$ cat src/verilog/iprio_pkg.sv
// Constants for the priority control registers of capture, timer, serial and SPI sources
package iprio_pkg;
    localparam int DW = 16;
    localparam int AW = 2;
    localparam int PW = 3;
    localparam int NSRC = 12;
    localparam int NREG = 4;

    localparam logic [AW-1:0] ADDR_CAPTURE = 2'h0;
    localparam logic [AW-1:0] ADDR_TIMER   = 2'h1;
    localparam logic [AW-1:0] ADDR_SERIAL  = 2'h2;
    localparam logic [AW-1:0] ADDR_SPI     = 2'h3;

    localparam logic [PW-1:0] PRIO_RESET    = 3'h4;
    localparam logic [PW-1:0] PRIO_DISABLED = 3'h0;

    localparam int LSB_HI  = 12;
    localparam int LSB_MID = 8;
    localparam int LSB_LOW = 4;
    localparam int LSB_BOT = 0;

    // Source index order on the flat vectors
    localparam int SRC_IC8  = 0;
    localparam int SRC_IC7  = 1;
    localparam int SRC_EX1  = 2;
    localparam int SRC_T4   = 3;
    localparam int SRC_OC4  = 4;
    localparam int SRC_OC3  = 5;
    localparam int SRC_UTX  = 6;
    localparam int SRC_URX  = 7;
    localparam int SRC_EX2  = 8;
    localparam int SRC_T5   = 9;
    localparam int SRC_SPE  = 10;
    localparam int SRC_SPF  = 11;
endpackage

$ cat src/verilog/iprio_field.sv
// One 3-bit priority field with its request gating
`timescale 1ns/100ps
module iprio_field
(
    input  wire logic                     CLK,
    input  wire logic                     RST_N,
    input  wire logic                     wr,
    input  wire logic [iprio_pkg::PW-1:0] wdata,
    input  wire logic                     flag,
    input  wire logic                     enable,
    output logic      [iprio_pkg::PW-1:0] prio,
    output logic                          req
);
    import iprio_pkg::*;

    always_ff @(posedge CLK or negedge RST_N)
    begin
        if (!RST_N)
        begin
            prio <= PRIO_RESET;
        end
        else if (wr)
        begin
            prio <= wdata;
        end
    end

    assign req = flag && enable && (prio != PRIO_DISABLED);

    a_disabled_no_req: assert property (@(posedge CLK) disable iff (!RST_N)
        (prio == PRIO_DISABLED) |-> !req)
        else $error("Disabled source raised request");
    a_write_loads: assert property (@(posedge CLK) disable iff (!RST_N)
        wr |=> prio == $past(wdata))
        else $error("Priority write not stored");
endmodule

$ cat src/verilog/iprio_regs.sv
// Priority control registers for twelve sources with request gating
`timescale 1ns/100ps
module iprio_regs
(
    input  wire logic                          CLK,
    input  wire logic                          RST_N,
    input  wire logic [iprio_pkg::AW-1:0]      ADDR,
    input  wire logic [iprio_pkg::DW-1:0]      WDATA,
    input  wire logic                          WR,
    input  wire logic                          RD,
    output logic      [iprio_pkg::DW-1:0]      RDATA,
    input  wire logic [iprio_pkg::NSRC-1:0]    FLAG,
    input  wire logic [iprio_pkg::NSRC-1:0]    ENABLE,
    output logic [iprio_pkg::NSRC*iprio_pkg::PW-1:0] PRIORITY,
    output logic      [iprio_pkg::NSRC-1:0]    REQUEST
);
    import iprio_pkg::*;

    logic [PW-1:0]   prio  [NSRC];
    logic [NSRC-1:0] wr_f;
    int              lsb   [NSRC];
    logic [AW-1:0]   adr   [NSRC];
    logic [NSRC-1:0] touched;
    logic [DW-1:0]   img   [NREG];
    logic [DW-1:0]   sel_img;

    // Field placement table: register and low bit of each source
    assign lsb[SRC_IC8] = LSB_HI;
    assign adr[SRC_IC8] = ADDR_CAPTURE;
    assign lsb[SRC_IC7] = LSB_MID;
    assign adr[SRC_IC7] = ADDR_CAPTURE;
    assign lsb[SRC_EX1] = LSB_BOT;
    assign adr[SRC_EX1] = ADDR_CAPTURE;
    assign lsb[SRC_T4]  = LSB_HI;
    assign adr[SRC_T4]  = ADDR_TIMER;
    assign lsb[SRC_OC4] = LSB_MID;
    assign adr[SRC_OC4] = ADDR_TIMER;
    assign lsb[SRC_OC3] = LSB_LOW;
    assign adr[SRC_OC3] = ADDR_TIMER;
    assign lsb[SRC_UTX] = LSB_HI;
    assign adr[SRC_UTX] = ADDR_SERIAL;
    assign lsb[SRC_URX] = LSB_MID;
    assign adr[SRC_URX] = ADDR_SERIAL;
    assign lsb[SRC_EX2] = LSB_LOW;
    assign adr[SRC_EX2] = ADDR_SERIAL;
    assign lsb[SRC_T5]  = LSB_BOT;
    assign adr[SRC_T5]  = ADDR_SERIAL;
    assign lsb[SRC_SPE] = LSB_LOW;
    assign adr[SRC_SPE] = ADDR_SPI;
    assign lsb[SRC_SPF] = LSB_BOT;
    assign adr[SRC_SPF] = ADDR_SPI;

    genvar g;
    generate
        for (g = 0; g < NSRC; g++)
        begin : g_src
            assign wr_f[g] = WR && (ADDR == adr[g]);
            iprio_field u_field (
                .CLK    (CLK),
                .RST_N  (RST_N),
                .wr     (wr_f[g]),
                .wdata  (WDATA[lsb[g] +: PW]),
                .flag   (FLAG[g]),
                .enable (ENABLE[g]),
                .prio   (prio[g]),
                .req    (REQUEST[g])
            );
            assign PRIORITY[g*PW +: PW] = prio[g];
        end
    endgenerate

    // Read images; bits outside any field stay zero
    always_comb
    begin
        for (int r = 0; r < NREG; r++)
        begin
            img[r] = '0;
        end
        for (int s = 0; s < NSRC; s++)
        begin
            img[adr[s]][lsb[s] +: PW] = prio[s];
        end
    end

    assign sel_img = img[ADDR];

    always_ff @(posedge CLK or negedge RST_N)
    begin
        if (!RST_N)
        begin
            RDATA <= '0;
        end
        else
        begin
            RDATA <= RD ? sel_img : '0;
        end
    end

    a_spi_upper_zero: assert property (@(posedge CLK) disable iff (!RST_N)
        (RD && ADDR == ADDR_SPI) |=> RDATA[DW-1:LSB_LOW+PW] == '0)
        else $error("SPI reg upper bits set");
    a_capture_bit_pos: assert property (@(posedge CLK) disable iff (!RST_N)
        (WR && ADDR == ADDR_CAPTURE) |=> prio[SRC_IC8] == $past(WDATA[LSB_HI +: PW]))
        else $error("Capture 8 field misplaced");
    a_ext_two_pos: assert property (@(posedge CLK) disable iff (!RST_N)
        (WR && ADDR == ADDR_SERIAL) |=> prio[SRC_EX2] == $past(WDATA[LSB_LOW +: PW]))
        else $error("Ext irq 2 field misplaced");
    a_spi_fault_pos: assert property (@(posedge CLK) disable iff (!RST_N)
        (WR && ADDR == ADDR_SPI) |=> prio[SRC_SPF] == $past(WDATA[LSB_BOT +: PW]))
        else $error("SPI fault field misplaced");
    a_unused_bits_zero: assert property (@(posedge CLK) disable iff (!RST_N)
        RD |=> (!RDATA[LSB_HI+PW] && !RDATA[LSB_MID+PW] && !RDATA[LSB_BOT+PW]))
        else $error("Unused bit read nonzero");
    a_top_code_reqs: assert property (@(posedge CLK) disable iff (!RST_N)
        ((&prio[SRC_T4]) && FLAG[SRC_T4] && ENABLE[SRC_T4]) |-> REQUEST[SRC_T4])
        else $error("Level seven not requesting");
    a_no_read_idle: assert property (@(posedge CLK) disable iff (!RST_N)
        !RD |=> RDATA == '0)
        else $error("Read data without strobe");

    // Each write lands its field from the documented bit slot
    a_ic7_lands: assert property (@(posedge CLK) disable iff (!RST_N)
        (WR && ADDR == ADDR_CAPTURE) |=> prio[SRC_IC7] == $past(WDATA[LSB_MID +: PW]))
        else $error("Capture 7 field misplaced");
    a_ex1_lands: assert property (@(posedge CLK) disable iff (!RST_N)
        (WR && ADDR == ADDR_CAPTURE) |=> prio[SRC_EX1] == $past(WDATA[LSB_BOT +: PW]))
        else $error("Ext irq 1 field misplaced");
    a_t4_lands: assert property (@(posedge CLK) disable iff (!RST_N)
        (WR && ADDR == ADDR_TIMER) |=> prio[SRC_T4] == $past(WDATA[LSB_HI +: PW]))
        else $error("Timer 4 field misplaced");
    a_oc4_lands: assert property (@(posedge CLK) disable iff (!RST_N)
        (WR && ADDR == ADDR_TIMER) |=> prio[SRC_OC4] == $past(WDATA[LSB_MID +: PW]))
        else $error("Compare 4 field misplaced");
    a_oc3_lands: assert property (@(posedge CLK) disable iff (!RST_N)
        (WR && ADDR == ADDR_TIMER) |=> prio[SRC_OC3] == $past(WDATA[LSB_LOW +: PW]))
        else $error("Compare 3 field misplaced");
    a_utx_lands: assert property (@(posedge CLK) disable iff (!RST_N)
        (WR && ADDR == ADDR_SERIAL) |=> prio[SRC_UTX] == $past(WDATA[LSB_HI +: PW]))
        else $error("Serial tx field misplaced");
    a_urx_lands: assert property (@(posedge CLK) disable iff (!RST_N)
        (WR && ADDR == ADDR_SERIAL) |=> prio[SRC_URX] == $past(WDATA[LSB_MID +: PW]))
        else $error("Serial rx field misplaced");
    a_t5_lands: assert property (@(posedge CLK) disable iff (!RST_N)
        (WR && ADDR == ADDR_SERIAL) |=> prio[SRC_T5] == $past(WDATA[LSB_BOT +: PW]))
        else $error("Timer 5 field misplaced");
    a_spe_lands: assert property (@(posedge CLK) disable iff (!RST_N)
        (WR && ADDR == ADDR_SPI) |=> prio[SRC_SPE] == $past(WDATA[LSB_LOW +: PW]))
        else $error("SPI event field misplaced");

    // Each field reads back from the same slot it was written to
    a_ic8_reads: assert property (@(posedge CLK) disable iff (!RST_N)
        (RD && ADDR == ADDR_CAPTURE) |=> RDATA[LSB_HI +: PW] == $past(prio[SRC_IC8]))
        else $error("Capture 8 read misplaced");
    a_ic7_reads: assert property (@(posedge CLK) disable iff (!RST_N)
        (RD && ADDR == ADDR_CAPTURE) |=> RDATA[LSB_MID +: PW] == $past(prio[SRC_IC7]))
        else $error("Capture 7 read misplaced");
    a_ex1_reads: assert property (@(posedge CLK) disable iff (!RST_N)
        (RD && ADDR == ADDR_CAPTURE) |=> RDATA[LSB_BOT +: PW] == $past(prio[SRC_EX1]))
        else $error("Ext irq 1 read misplaced");
    a_t4_reads: assert property (@(posedge CLK) disable iff (!RST_N)
        (RD && ADDR == ADDR_TIMER) |=> RDATA[LSB_HI +: PW] == $past(prio[SRC_T4]))
        else $error("Timer 4 read misplaced");
    a_oc4_reads: assert property (@(posedge CLK) disable iff (!RST_N)
        (RD && ADDR == ADDR_TIMER) |=> RDATA[LSB_MID +: PW] == $past(prio[SRC_OC4]))
        else $error("Compare 4 read misplaced");
    a_oc3_reads: assert property (@(posedge CLK) disable iff (!RST_N)
        (RD && ADDR == ADDR_TIMER) |=> RDATA[LSB_LOW +: PW] == $past(prio[SRC_OC3]))
        else $error("Compare 3 read misplaced");
    a_utx_reads: assert property (@(posedge CLK) disable iff (!RST_N)
        (RD && ADDR == ADDR_SERIAL) |=> RDATA[LSB_HI +: PW] == $past(prio[SRC_UTX]))
        else $error("Serial tx read misplaced");
    a_urx_reads: assert property (@(posedge CLK) disable iff (!RST_N)
        (RD && ADDR == ADDR_SERIAL) |=> RDATA[LSB_MID +: PW] == $past(prio[SRC_URX]))
        else $error("Serial rx read misplaced");
    a_ex2_reads: assert property (@(posedge CLK) disable iff (!RST_N)
        (RD && ADDR == ADDR_SERIAL) |=> RDATA[LSB_LOW +: PW] == $past(prio[SRC_EX2]))
        else $error("Ext irq 2 read misplaced");
    a_t5_reads: assert property (@(posedge CLK) disable iff (!RST_N)
        (RD && ADDR == ADDR_SERIAL) |=> RDATA[LSB_BOT +: PW] == $past(prio[SRC_T5]))
        else $error("Timer 5 read misplaced");
    a_spe_reads: assert property (@(posedge CLK) disable iff (!RST_N)
        (RD && ADDR == ADDR_SPI) |=> RDATA[LSB_LOW +: PW] == $past(prio[SRC_SPE]))
        else $error("SPI event read misplaced");
    a_spf_reads: assert property (@(posedge CLK) disable iff (!RST_N)
        (RD && ADDR == ADDR_SPI) |=> RDATA[LSB_BOT +: PW] == $past(prio[SRC_SPF]))
        else $error("SPI fault read misplaced");

    // Gaps between fields that differ per register
    a_capture_gap_zero: assert property (@(posedge CLK) disable iff (!RST_N)
        (RD && ADDR == ADDR_CAPTURE) |=> RDATA[LSB_LOW+PW:LSB_BOT+PW] == '0)
        else $error("Capture reg gap bits set");
    a_timer_gap_zero: assert property (@(posedge CLK) disable iff (!RST_N)
        (RD && ADDR == ADDR_TIMER) |=> RDATA[LSB_BOT+PW:LSB_BOT] == '0)
        else $error("Timer reg low bits set");
    a_serial_gap_zero: assert property (@(posedge CLK) disable iff (!RST_N)
        (RD && ADDR == ADDR_SERIAL) |=> !RDATA[LSB_LOW+PW])
        else $error("Serial reg gap bit set");

    // Marks fields written since reset; unmarked ones must keep the reset code
    always_ff @(posedge CLK or negedge RST_N)
    begin
        if (!RST_N)
        begin
            touched <= '0;
        end
        else
        begin
            touched <= touched | wr_f;
        end
    end

    genvar h;
    generate
        for (h = 0; h < NSRC; h++)
        begin : g_chk
            a_reset_hold: assert property (@(posedge CLK) disable iff (!RST_N)
                !touched[h] |-> prio[h] == PRIO_RESET)
                else $error("Unwritten field lost reset code");
            a_other_reg_kept: assert property (@(posedge CLK) disable iff (!RST_N)
                (WR && ADDR != adr[h]) |=> prio[h] == $past(prio[h]))
                else $error("Write reached field of another register");
            a_gate_off: assert property (@(posedge CLK) disable iff (!RST_N)
                !(FLAG[h] && ENABLE[h]) |-> !REQUEST[h])
                else $error("Request without flag and enable");
        end
    endgenerate
endmodule
$ cat config.mk
export PLATFORM = sky130hd
export DESIGN_NAME = iprio_regs
export DESIGN_NICKNAME = d
export VERILOG_FILES = /design/src/verilog/iprio_pkg.sv /design/src/verilog/iprio_field.sv /design/src/verilog/iprio_regs.sv
export SDC_FILE = /design/constraint.sdc
export NUM_CORES = 1
export LEC_CHECK = 0
export BUFFER_PORTS_ARGS = -buffer_cell sky130_fd_sc_hd__buf_2
export CORE_UTILIZATION = 40
export DETAILED_ROUTE_END_ITERATION = 10
export GPL_ROUTABILITY_DRIVEN = 0
export PLACE_DENSITY = 0.71
export SYNTH_ARGS = -nofsm -noshare
export SYNTH_HDL_FRONTEND = slang
export SYNTH_SLANG_ARGS = --single-unit
$ cat constraint.sdc
create_clock -name CLK -period 2.9 [get_ports CLK]
set_input_delay 0.58 -clock CLK [delete_from_list [all_inputs] [get_ports CLK]]
set_output_delay 0.58 -clock CLK [all_outputs]
set_load 0.05 [all_outputs]
* Word-level counts from Yosys, hierarchy flattened
Cells that the tools add are included.
Storage, ports and cells: register bits after elaboration 52, bits in latches 0, memory bits (writable) 0, memory bits (read-only) 0, bits of input ports 46, output and inout port bits 64, logic and storage cells 63, memories kept 0
Operators by class: $add $sub $neg 0, multipliers 0, divide/modulo/power cells 0, order comparisons 1, eq/ne operators 3, shift-type cells 0, mux-type cells 4, bitwise operators 1, reduce and logical (&&, ||, !) cells 41
Operators with widths (number):
- 2-to-1 mux 16 bit | 3
- nonzero test 3 bit | 12
- binary-select mux 16 bit (select 2 bit) | 1
- logical AND 1 bit | 28
- equality test 2 bit, second input constant | 2
- greater-or-equal comparator 3 bit, second input constant | 1
- NOT 2 -> 3 bit | 1
- equality test 2 x 1 -> 1 bit, second input constant | 1
- zero test 2 bit | 1

* Longest topological paths before layout
Gate-level depths: netlist of the first run.
word-level depth 5, mapped depth 4, gate-level depth less buffers 3

* Cells and area by module
A second synthesis of the first run with hierarchy kept.
Unflattened totals: cells, all modules 160, area, all modules 2210.9 sq um
By module, submodules not included:
- iprio_field | instances 12, cells each 7, area each 120.1 sq um, sequential area each 76.3 sq um
- iprio_regs | instances 1, cells each 76, area each 769.5 sq um, sequential area each 300.3 sq um

* Worst setup path after synthesis of the first run
OpenSTA, ideal clock, no wires.
kind flip-flop to output port, start reg g_src[1].u_field.prio[1] in the netlist's numbering, end out REQUEST[1] in the netlist's numbering, arrival time 1.151 ns, required time 2.320 ns, slack 1.169 ns, stages on the path, launching flop included 3, path buffers 1, path through dfrtp_1 > o311a_1 > buf_4
Between the ends: longest elaborated chain between the ends 2
RTL lines:
- from (decl) | line iprio_field.sv:11 | output logic [iprio_pkg::PW-1:0] prio,
- from (signal assigned) | line iprio_field.sv:24 | prio <= wdata;
- nonzero test 3 bit | line iprio_field.sv:28 | assign req = flag && enable && (prio != PRIO_DISABLED);
- logical AND 1 bit | line iprio_field.sv:28
- to (decl) | line iprio_regs.sv:15 | output logic [iprio_pkg::NSRC-1:0] REQUEST
No other way between the ends.

* Final worst setup path of the first run
start reg g_src[9].u_field.prio[2] in the netlist's numbering, end out REQUEST[9] in the netlist's numbering
Between the ends: longest elaborated chain between the ends 2
RTL lines (line):
- from (decl) | iprio_field.sv:11
- from (signal assigned) | iprio_field.sv:24
- nonzero test 3 bit | iprio_field.sv:28
- logical AND 1 bit | iprio_field.sv:28
No other way between the ends.

==> results by group, run 1 <==
Logic synthesis
  – Area leader, netlist: dfrtp_1
  – Register area share after synthesis: 53.8%
  – Syn Area/Cell: 13.1 um^2
  – Top FF cell, synth: dfrtp_1
  – FF+latch count, synth: 48
  – Async S/R FF share, synth: 100%
  – Mapped Cells: 172
  – Netlist cell types: 21
  – Yosys synthesis warning count: 0
  – Area contributors post-synth: dfrtp_1 (40%), mux2_2 (18%), dfstp_2 (14%)
  – Post-synth EDFFs: 0
  – Top-area cell type share of the netlist area: approximately 40%
  – Cell area after synthesis: 2260 um^2

Setup path
  – Required time worst endpoint: approximately 2.3 ns
  – CP endpoint kind: output pin
  – Crit-path cells: o311a_1 -> buf_2
  – Buf/Inv on CP: 1
  – Worst reg-to-reg path cell count: 3
  – Worst setup path category: reg2out
  – CP top delay family: flip-flops
  – Max incr delay on CP: about 0.58 ns
  – Worst path depth: 2
  – CP max-delay cell: dfstp_2
  – Critical path launch point type: register
  – Arrival time worst endpoint: 1.29 ns
  – Worst-path fanout max: 4

GRT
  – Vias in the first global route: 1500
  – Met1 usage: between 20% and 30%
  – Met2 Use GR: 27.8%
  – Met3 Use GR: 4.40%
  – Total track usage: roughly 17%
  – Antenna violations before repair: 0
  – Wire length of the first global-routing pass: 7810 um
  – Gr ovfl total: 0
  – Busiest grt layer: met2
  – Largest net degree at the start of global routing: a little under 50

Floorplanning
  – Initial Util: 41.3%
  – Std cell rows: 27
  – Die H: 77.2 um
  – Die Wd: between 70 and 80 um
  – Die area: around 6000 um^2
  – I/O pin count: 110
  – Core footprint: 5470 um^2

Route
  – Initial drt markers: 37
  – Antenna viol nets, final: 0
  – Drc violations: 0
  – DR vias: 1696
  – Routed WL: between 4000 and 5000 um
  – Drt pass-1 iters: 4
  – Drt wl/cell: 14.9 um
  – Via density: between 5 and 6

CTS
  – H-tree depth: 2
  – Post-CTS Setup Bufs: 0
  – Longest Clk Path Bufs: 2
  – Worst-Skew Late Latency: ~0.29 ns
  – CTS tree: done
  – CTS resizes: 0
  – Clock sinks: 48
  – Hold buffers post-CTS: 0
  – CTS buffer count: 5
  – Worst-path clk slew: 0.08 ns
  – Root Driver: clkbuf_8

Cells and area
  – Nets: approximately 300
  – Most common cell after layout, fill and taps aside: buf_2
  – Most frequent cells in the layout: buf_2 (101), dfrtp_1 (36), mux2_2 (36)
  – Area Growth Syn to Fin: 24.6%
  – Share of layout cells above drive strength 1: 61.2%
  – Antenna Cells: 0

Timing
  – Final setup TNS: 0 ns
  – Worst rel slew slack: 30.5%
  – Max Fclk: 535 MHz
  – Unrepaired setup endpoints after global routing: false
  – Pins over their slew limit: 0
  – Clk_skew: roughly 0.0038 ns
  – Worst-Margin Slew: 1.04 ns
  – Post-route minimum period: 1.87 ns
  – Period utilization: between 60% and 70%
  – Final hold slack: approximately 0.47 ns
  – Final setup viols: 0
  – Number of hold violations in the final report: 0

Power and ir drop
  – Pleak: between 1 and 1.5 nW
  – Worst VDD drop: 0.358 mV
  – Pwr/cell area: 760 nW/um^2
  – Power Total: 2.14 mW

Flow run
  – Max Cap Violations: 0

Place
  – Port-buffer cells: 101
  – Post-DP HPWL: 3730 um

Status
  – Status: completed

Min path
  – Hold Path Class: in2async
==> through the flow <==
stage               utilization (%)  cells  worst slack (ns)  instance area, um^2
detailed placement             49.8    327             0.784                 2730
global placement               49.8    327             0.807                 2730
finish                         51.5    335              1.03                 2820
global route                   51.5    335             0.967                 2820
CTS                            51.5    335              1.02                 2820
floorplan                         -    175              1.17                 2270
==> cells in the mapped netlist (2+ instances only) <==
cell type and number:
nand2_1 3, dfstp_2 12, mux2i_1 4, buf_2 2, dfrtp_1 36, clkbuf_1 3, mux2_2 36, nor2b_1 9
buf_4 20, nand2b_1 5, o311a_1 12, a21oi_1 3, a211oi_1 19
==> per-layer routing <==
| layer | vias up | part of all wire, % |
|---|---|---|
| li1 | 796 | - |
| met1 | 843 | 45 |
| met2 | 55 | 49 |
| met3 | 2 | 5.0 |
| met4 | 0 | 0.68 |
| met5 | - | 0 |
==> worst paths after layout <==
check / from / end / slack, ns
max: g_src[9].u_field.prio[2] / REQUEST[9] / 1.03
min: RST_N / g_src[10].u_field.prio[0] / 0.47
max reg2reg: g_src[2].u_field.prio[2] / RDATA[2] / 1.83
min reg2reg: g_src[3].u_field.prio[2] / RDATA[14] / 0.55
max in group asynchronous: RST_N / g_src[1].u_field.prio[1] / 1.79
min in group CLK: WDATA[6] / g_src[8].u_field.prio[2] / 0.55
==> sequential cells by signal, indices dropped and copies added (netlist names) <==
| register | count |
|---|---|
| RDATA | 12 |
| g_src.u_field.prio | 36 |
==> worst register-to-register path, stage by stage (launching register included) <==
cell	delay [ns]
dfstp_2	0.56
nor2b_1	0.13
a211oi_1	0.05
a211oi_1	0.23
==> power by group <==
part | total [mW] | switching [mW] | leakage, nW | internal, mW
combinational | 0.827 | 0.604 | 0.758 | 0.223
clock | 0.402 | 0.208 | 0.0455 | 0.195
sequential | 0.912 | 0.107 | 0.567 | 0.805
==> layout make-up <==
| cell class | instances | area, um^2 |
|---|---|---|
| sequential | 48 | 1220 |
| tap | 72 | 90.1 |
| inverter | 1 | 3.75 |
| timing repair buffer | 105 | 536 |
| fill | 500 | 2660 |
| clock buffer | 8 | 90.1 |
| multi-input combinational | 101 | 881 |
==> cell families after synthesis <==
kind of cell | after synthesis | synth area share, %
AO/OA/AOI/OAI | 35 | 12.6
buffers and inverters | 26 | 7.75
flip-flops | 48 | 53.8
multiplexers | 40 | 19.7
other | 1 | 0.166
AND/OR/NAND/NOR | 22 | 5.98
(Power assumes the default switching activity.)
==> run 2, diff against run 1 <==
- ABC_AREA: default -> 1
- PLACE_DENSITY: 0.71 -> 0.7
- clock period: 2.9 -> 1.8 ns (I/O delays scaled with it)
==> run 2 against run 1 <==
Compared with the run above: clock power is 110% higher; first-iteration DRC count increased to 3.9 times the previous value; worst setup slack got worse by 0.90 ns; utilization shrank 0.69 points; synthesized cell count up 60%; sequential share of layout area is 3.0 points lower; total power grew 64%.
==> results by group, run 2 <==
Setup path
  – Arrival time worst endpoint: 1.31 ns
  – Buf/Inv on CP: 1
  – Reg-to-reg endpoint: RDATA[6]
  – CP endpoint kind: output pin
  – Flop-to-flop setup slack: 0.86 ns
  – Max incr delay on CP: 0.57 ns
  – Worst setup path category: reg2out
  – Worst reg-to-reg path cell count: 4
  – Crit-path cells: nor3_1 -> nor2_1 -> buf_2
  – Worst-path fanout max: 4
  – Required time worst endpoint: ~1.4 ns
  – Worst r2r src: g_src[10].u_field.prio[2]
  – CP top delay family: flip-flops
  – Crit. Startpoint: g_src[0].u_field.prio[2]
  – Critical path launch point type: register
  – CP max-delay cell: dfstp_2

CTS
  – Root Driver: clkbuf_8
  – Worst-path clk slew: approximately 0.090 ns
  – CTS resizes: 0
  – Worst-Skew Late Latency: 0.29 ns
  – CTS buffer count: 5
  – Hold buffers post-CTS: 0
  – Post-CTS Setup Bufs: 0
  – Longest Clk Path Bufs: 2
  – H-tree depth: 2
  – CTS tree: done
  – Clock sinks: 48

Route
  – Via density: 4.71
  – Antenna viol nets, final: 0
  – Routed WL: 5550 um
  – Drt pass-1 iters: 4
  – Drc violations: 0
  – Initial drt markers: between 100 and 150
  – Drt wl/cell: 12.6 um
  – DR vias: 2071

Floorplanning
  – Die H: 80.6 um
  – I/O pin count: 110
  – Initial Util: 41.5%
  – Core footprint: a little under 6000 um^2
  – Die area: 6500 um^2
  – Std cell rows: 28
  – Die Wd: 80.6 um

Logic synthesis
  – Mux cell area share after synthesis: 0%
  – FF+latch count, synth: 48
  – Most common cell in the netlist: nand2_1
  – Top-area cell type share of the netlist area: between 30% and 40%
  – Post-synth EDFFs: 0
  – Most frequent cells after synthesis: nand2_1 (68), dfrtp_1 (36), nand3_1 (29)
  – XOR/XNOR Fraction of Synth Area: 0%
  – Post-Synth Simple-Gate Area: a little over a quarter
  – Mapped Cells: 275
  – Async S/R FF share, synth: 100%
  – Adder-cell share of the synthesized area: 0%
  – Netlist cell types: 20
  – Largest family of logic cells by synthesized area: simple AND/OR/NAND/NOR gates
  – Top FF cell, synth: dfrtp_1
  – Complex-gate fraction of the synthesized area: under 10%
  – Register area share after synthesis: 49.2%
  – Cell area after synthesis: 2470 um^2
  – Area contributors post-synth: dfrtp_1 (36%), dfstp_2 (13%), nand2_1 (10%)
  – Area leader, netlist: dfrtp_1
  – Syn Area/Cell: 8.99 um^2
  – Yosys synthesis warning count: 0

Cells and area
  – Most common cell after layout, fill and taps aside: buf_2
  – Most frequent cells in the layout: buf_2 (101), nand2_1 (68), dfrtp_1 (36)
  – Area Growth Syn to Fin: 22.3%
  – Largest reg by FF count: g_src.u_field.prio
  – Final instance area: between 3000 and 4000 um^2
  – Top flop regs: g_src.u_field.prio: 36 flops, RDATA: 12 flops
  – Nets: 410
  – Antenna Cells: 0
  – Share of layout cells above drive strength 1: 43.8%
  – Max reg flops: 36
  – FILL cells: 592

Power and ir drop
  – Worst VDD drop: 0.499 mV
  – Pwr/cell area: 1160 nW/um^2
  – Power Total: 3.50 mW
  – Pleak: 1.68 nW

Timing
  – Period utilization: 92.8%
  – Worst-Margin Slew: 0.531 ns
  – Final setup TNS: 0 ns
  – PnR worst setup slack: 0.129 ns
  – Max Fclk: 599 MHz
  – Post-route minimum period: ~1.7 ns
  – Pins over their slew limit: 0
  – Worst rel slew slack: 64.5%
  – Final setup viols: 0
  – Clk_skew: 0.00357 ns
  – Number of hold violations in the final report: 0
  – Final hold slack: 0.0331 ns
  – Unrepaired setup endpoints after global routing: false

GRT
  – Met1 usage: between 20% and 30%
  – Largest net degree at the start of global routing: 28
  – Busiest grt layer: met2
  – Met2 Use GR: 27.8%
  – Total track usage: roughly 18%
  – Vias in the first global route: 1832
  – Gr ovfl total: 0
  – Antenna violations before repair: 0
  – Met3 Use GR: 3.86%
  – Wire length of the first global-routing pass: 8700 um

Flow run
  – Max Cap Violations: 0

Min path
  – Hold Path Class: in2async

Place
  – Placed instance area: slightly below 3000 um^2
  – Post-DP HPWL: between 4000 and 5000 um
  – Port-buffer cells: 101
  – Post-Place Setup Slack: 0.128 ns

Status
  – Status: completed
==> run 2: how the worst max path moves through the flow <==
stage                               endpoint  slack (ns)  depth (start not counted)
global placement    g_src[8].u_field.prio[0]        0.19                          4
global route                      REQUEST[0]        0.08                          3
floorplan                         REQUEST[8]        0.36                          3
detailed placement  g_src[8].u_field.prio[1]        0.13                          4
finish                            REQUEST[0]        0.13                          3
CTS                               REQUEST[0]        0.13                          3
==> run 2: layer usage <==
| metal | vias up | part of all wire (%) |
|---|---|---|
| met1 | 941 | 44 |
| met2 | 75 | 48 |
| met5 | - | 0 |
| met3 | 8 | 6.3 |
| met4 | 0 | 1.2 |
| li1 | 1047 | - |
==> run 2: cells by family after synthesis <==
logic type | after synthesis
simple gates | 137
other cells | 1
flops | 48
buf+inv | 53
compound gates | 36
==> run 2: cell type report <==
type                            count  area (um^2)  area share (%)
Clock inverter                      1         30.0           0.993
Timing Repair Buffer              106          556            18.4
Sequential cell                    48         1220            40.2
Multi-Input combinational cell    177          935            30.9
Clock buffer                        7         96.3            3.19
Inverter                           26         97.6            3.23
Tap cell                           75         93.8            3.10
==> run 2: stage by stage <==
stage	instances	utilization, %
after global routing	440	50.8
after CTS	440	50.8
after floorplan	278	-
after global placement	432	48.7
final	440	50.8
after detailed placement	432	48.7
==> run 2: report_power, final <==
part | internal (mW) | switching, mW | total, mW
logic | 0.299 | 0.947 | 1.25
clock network | 0.490 | 0.346 | 0.836
registers | 1.26 | 0.159 | 1.42
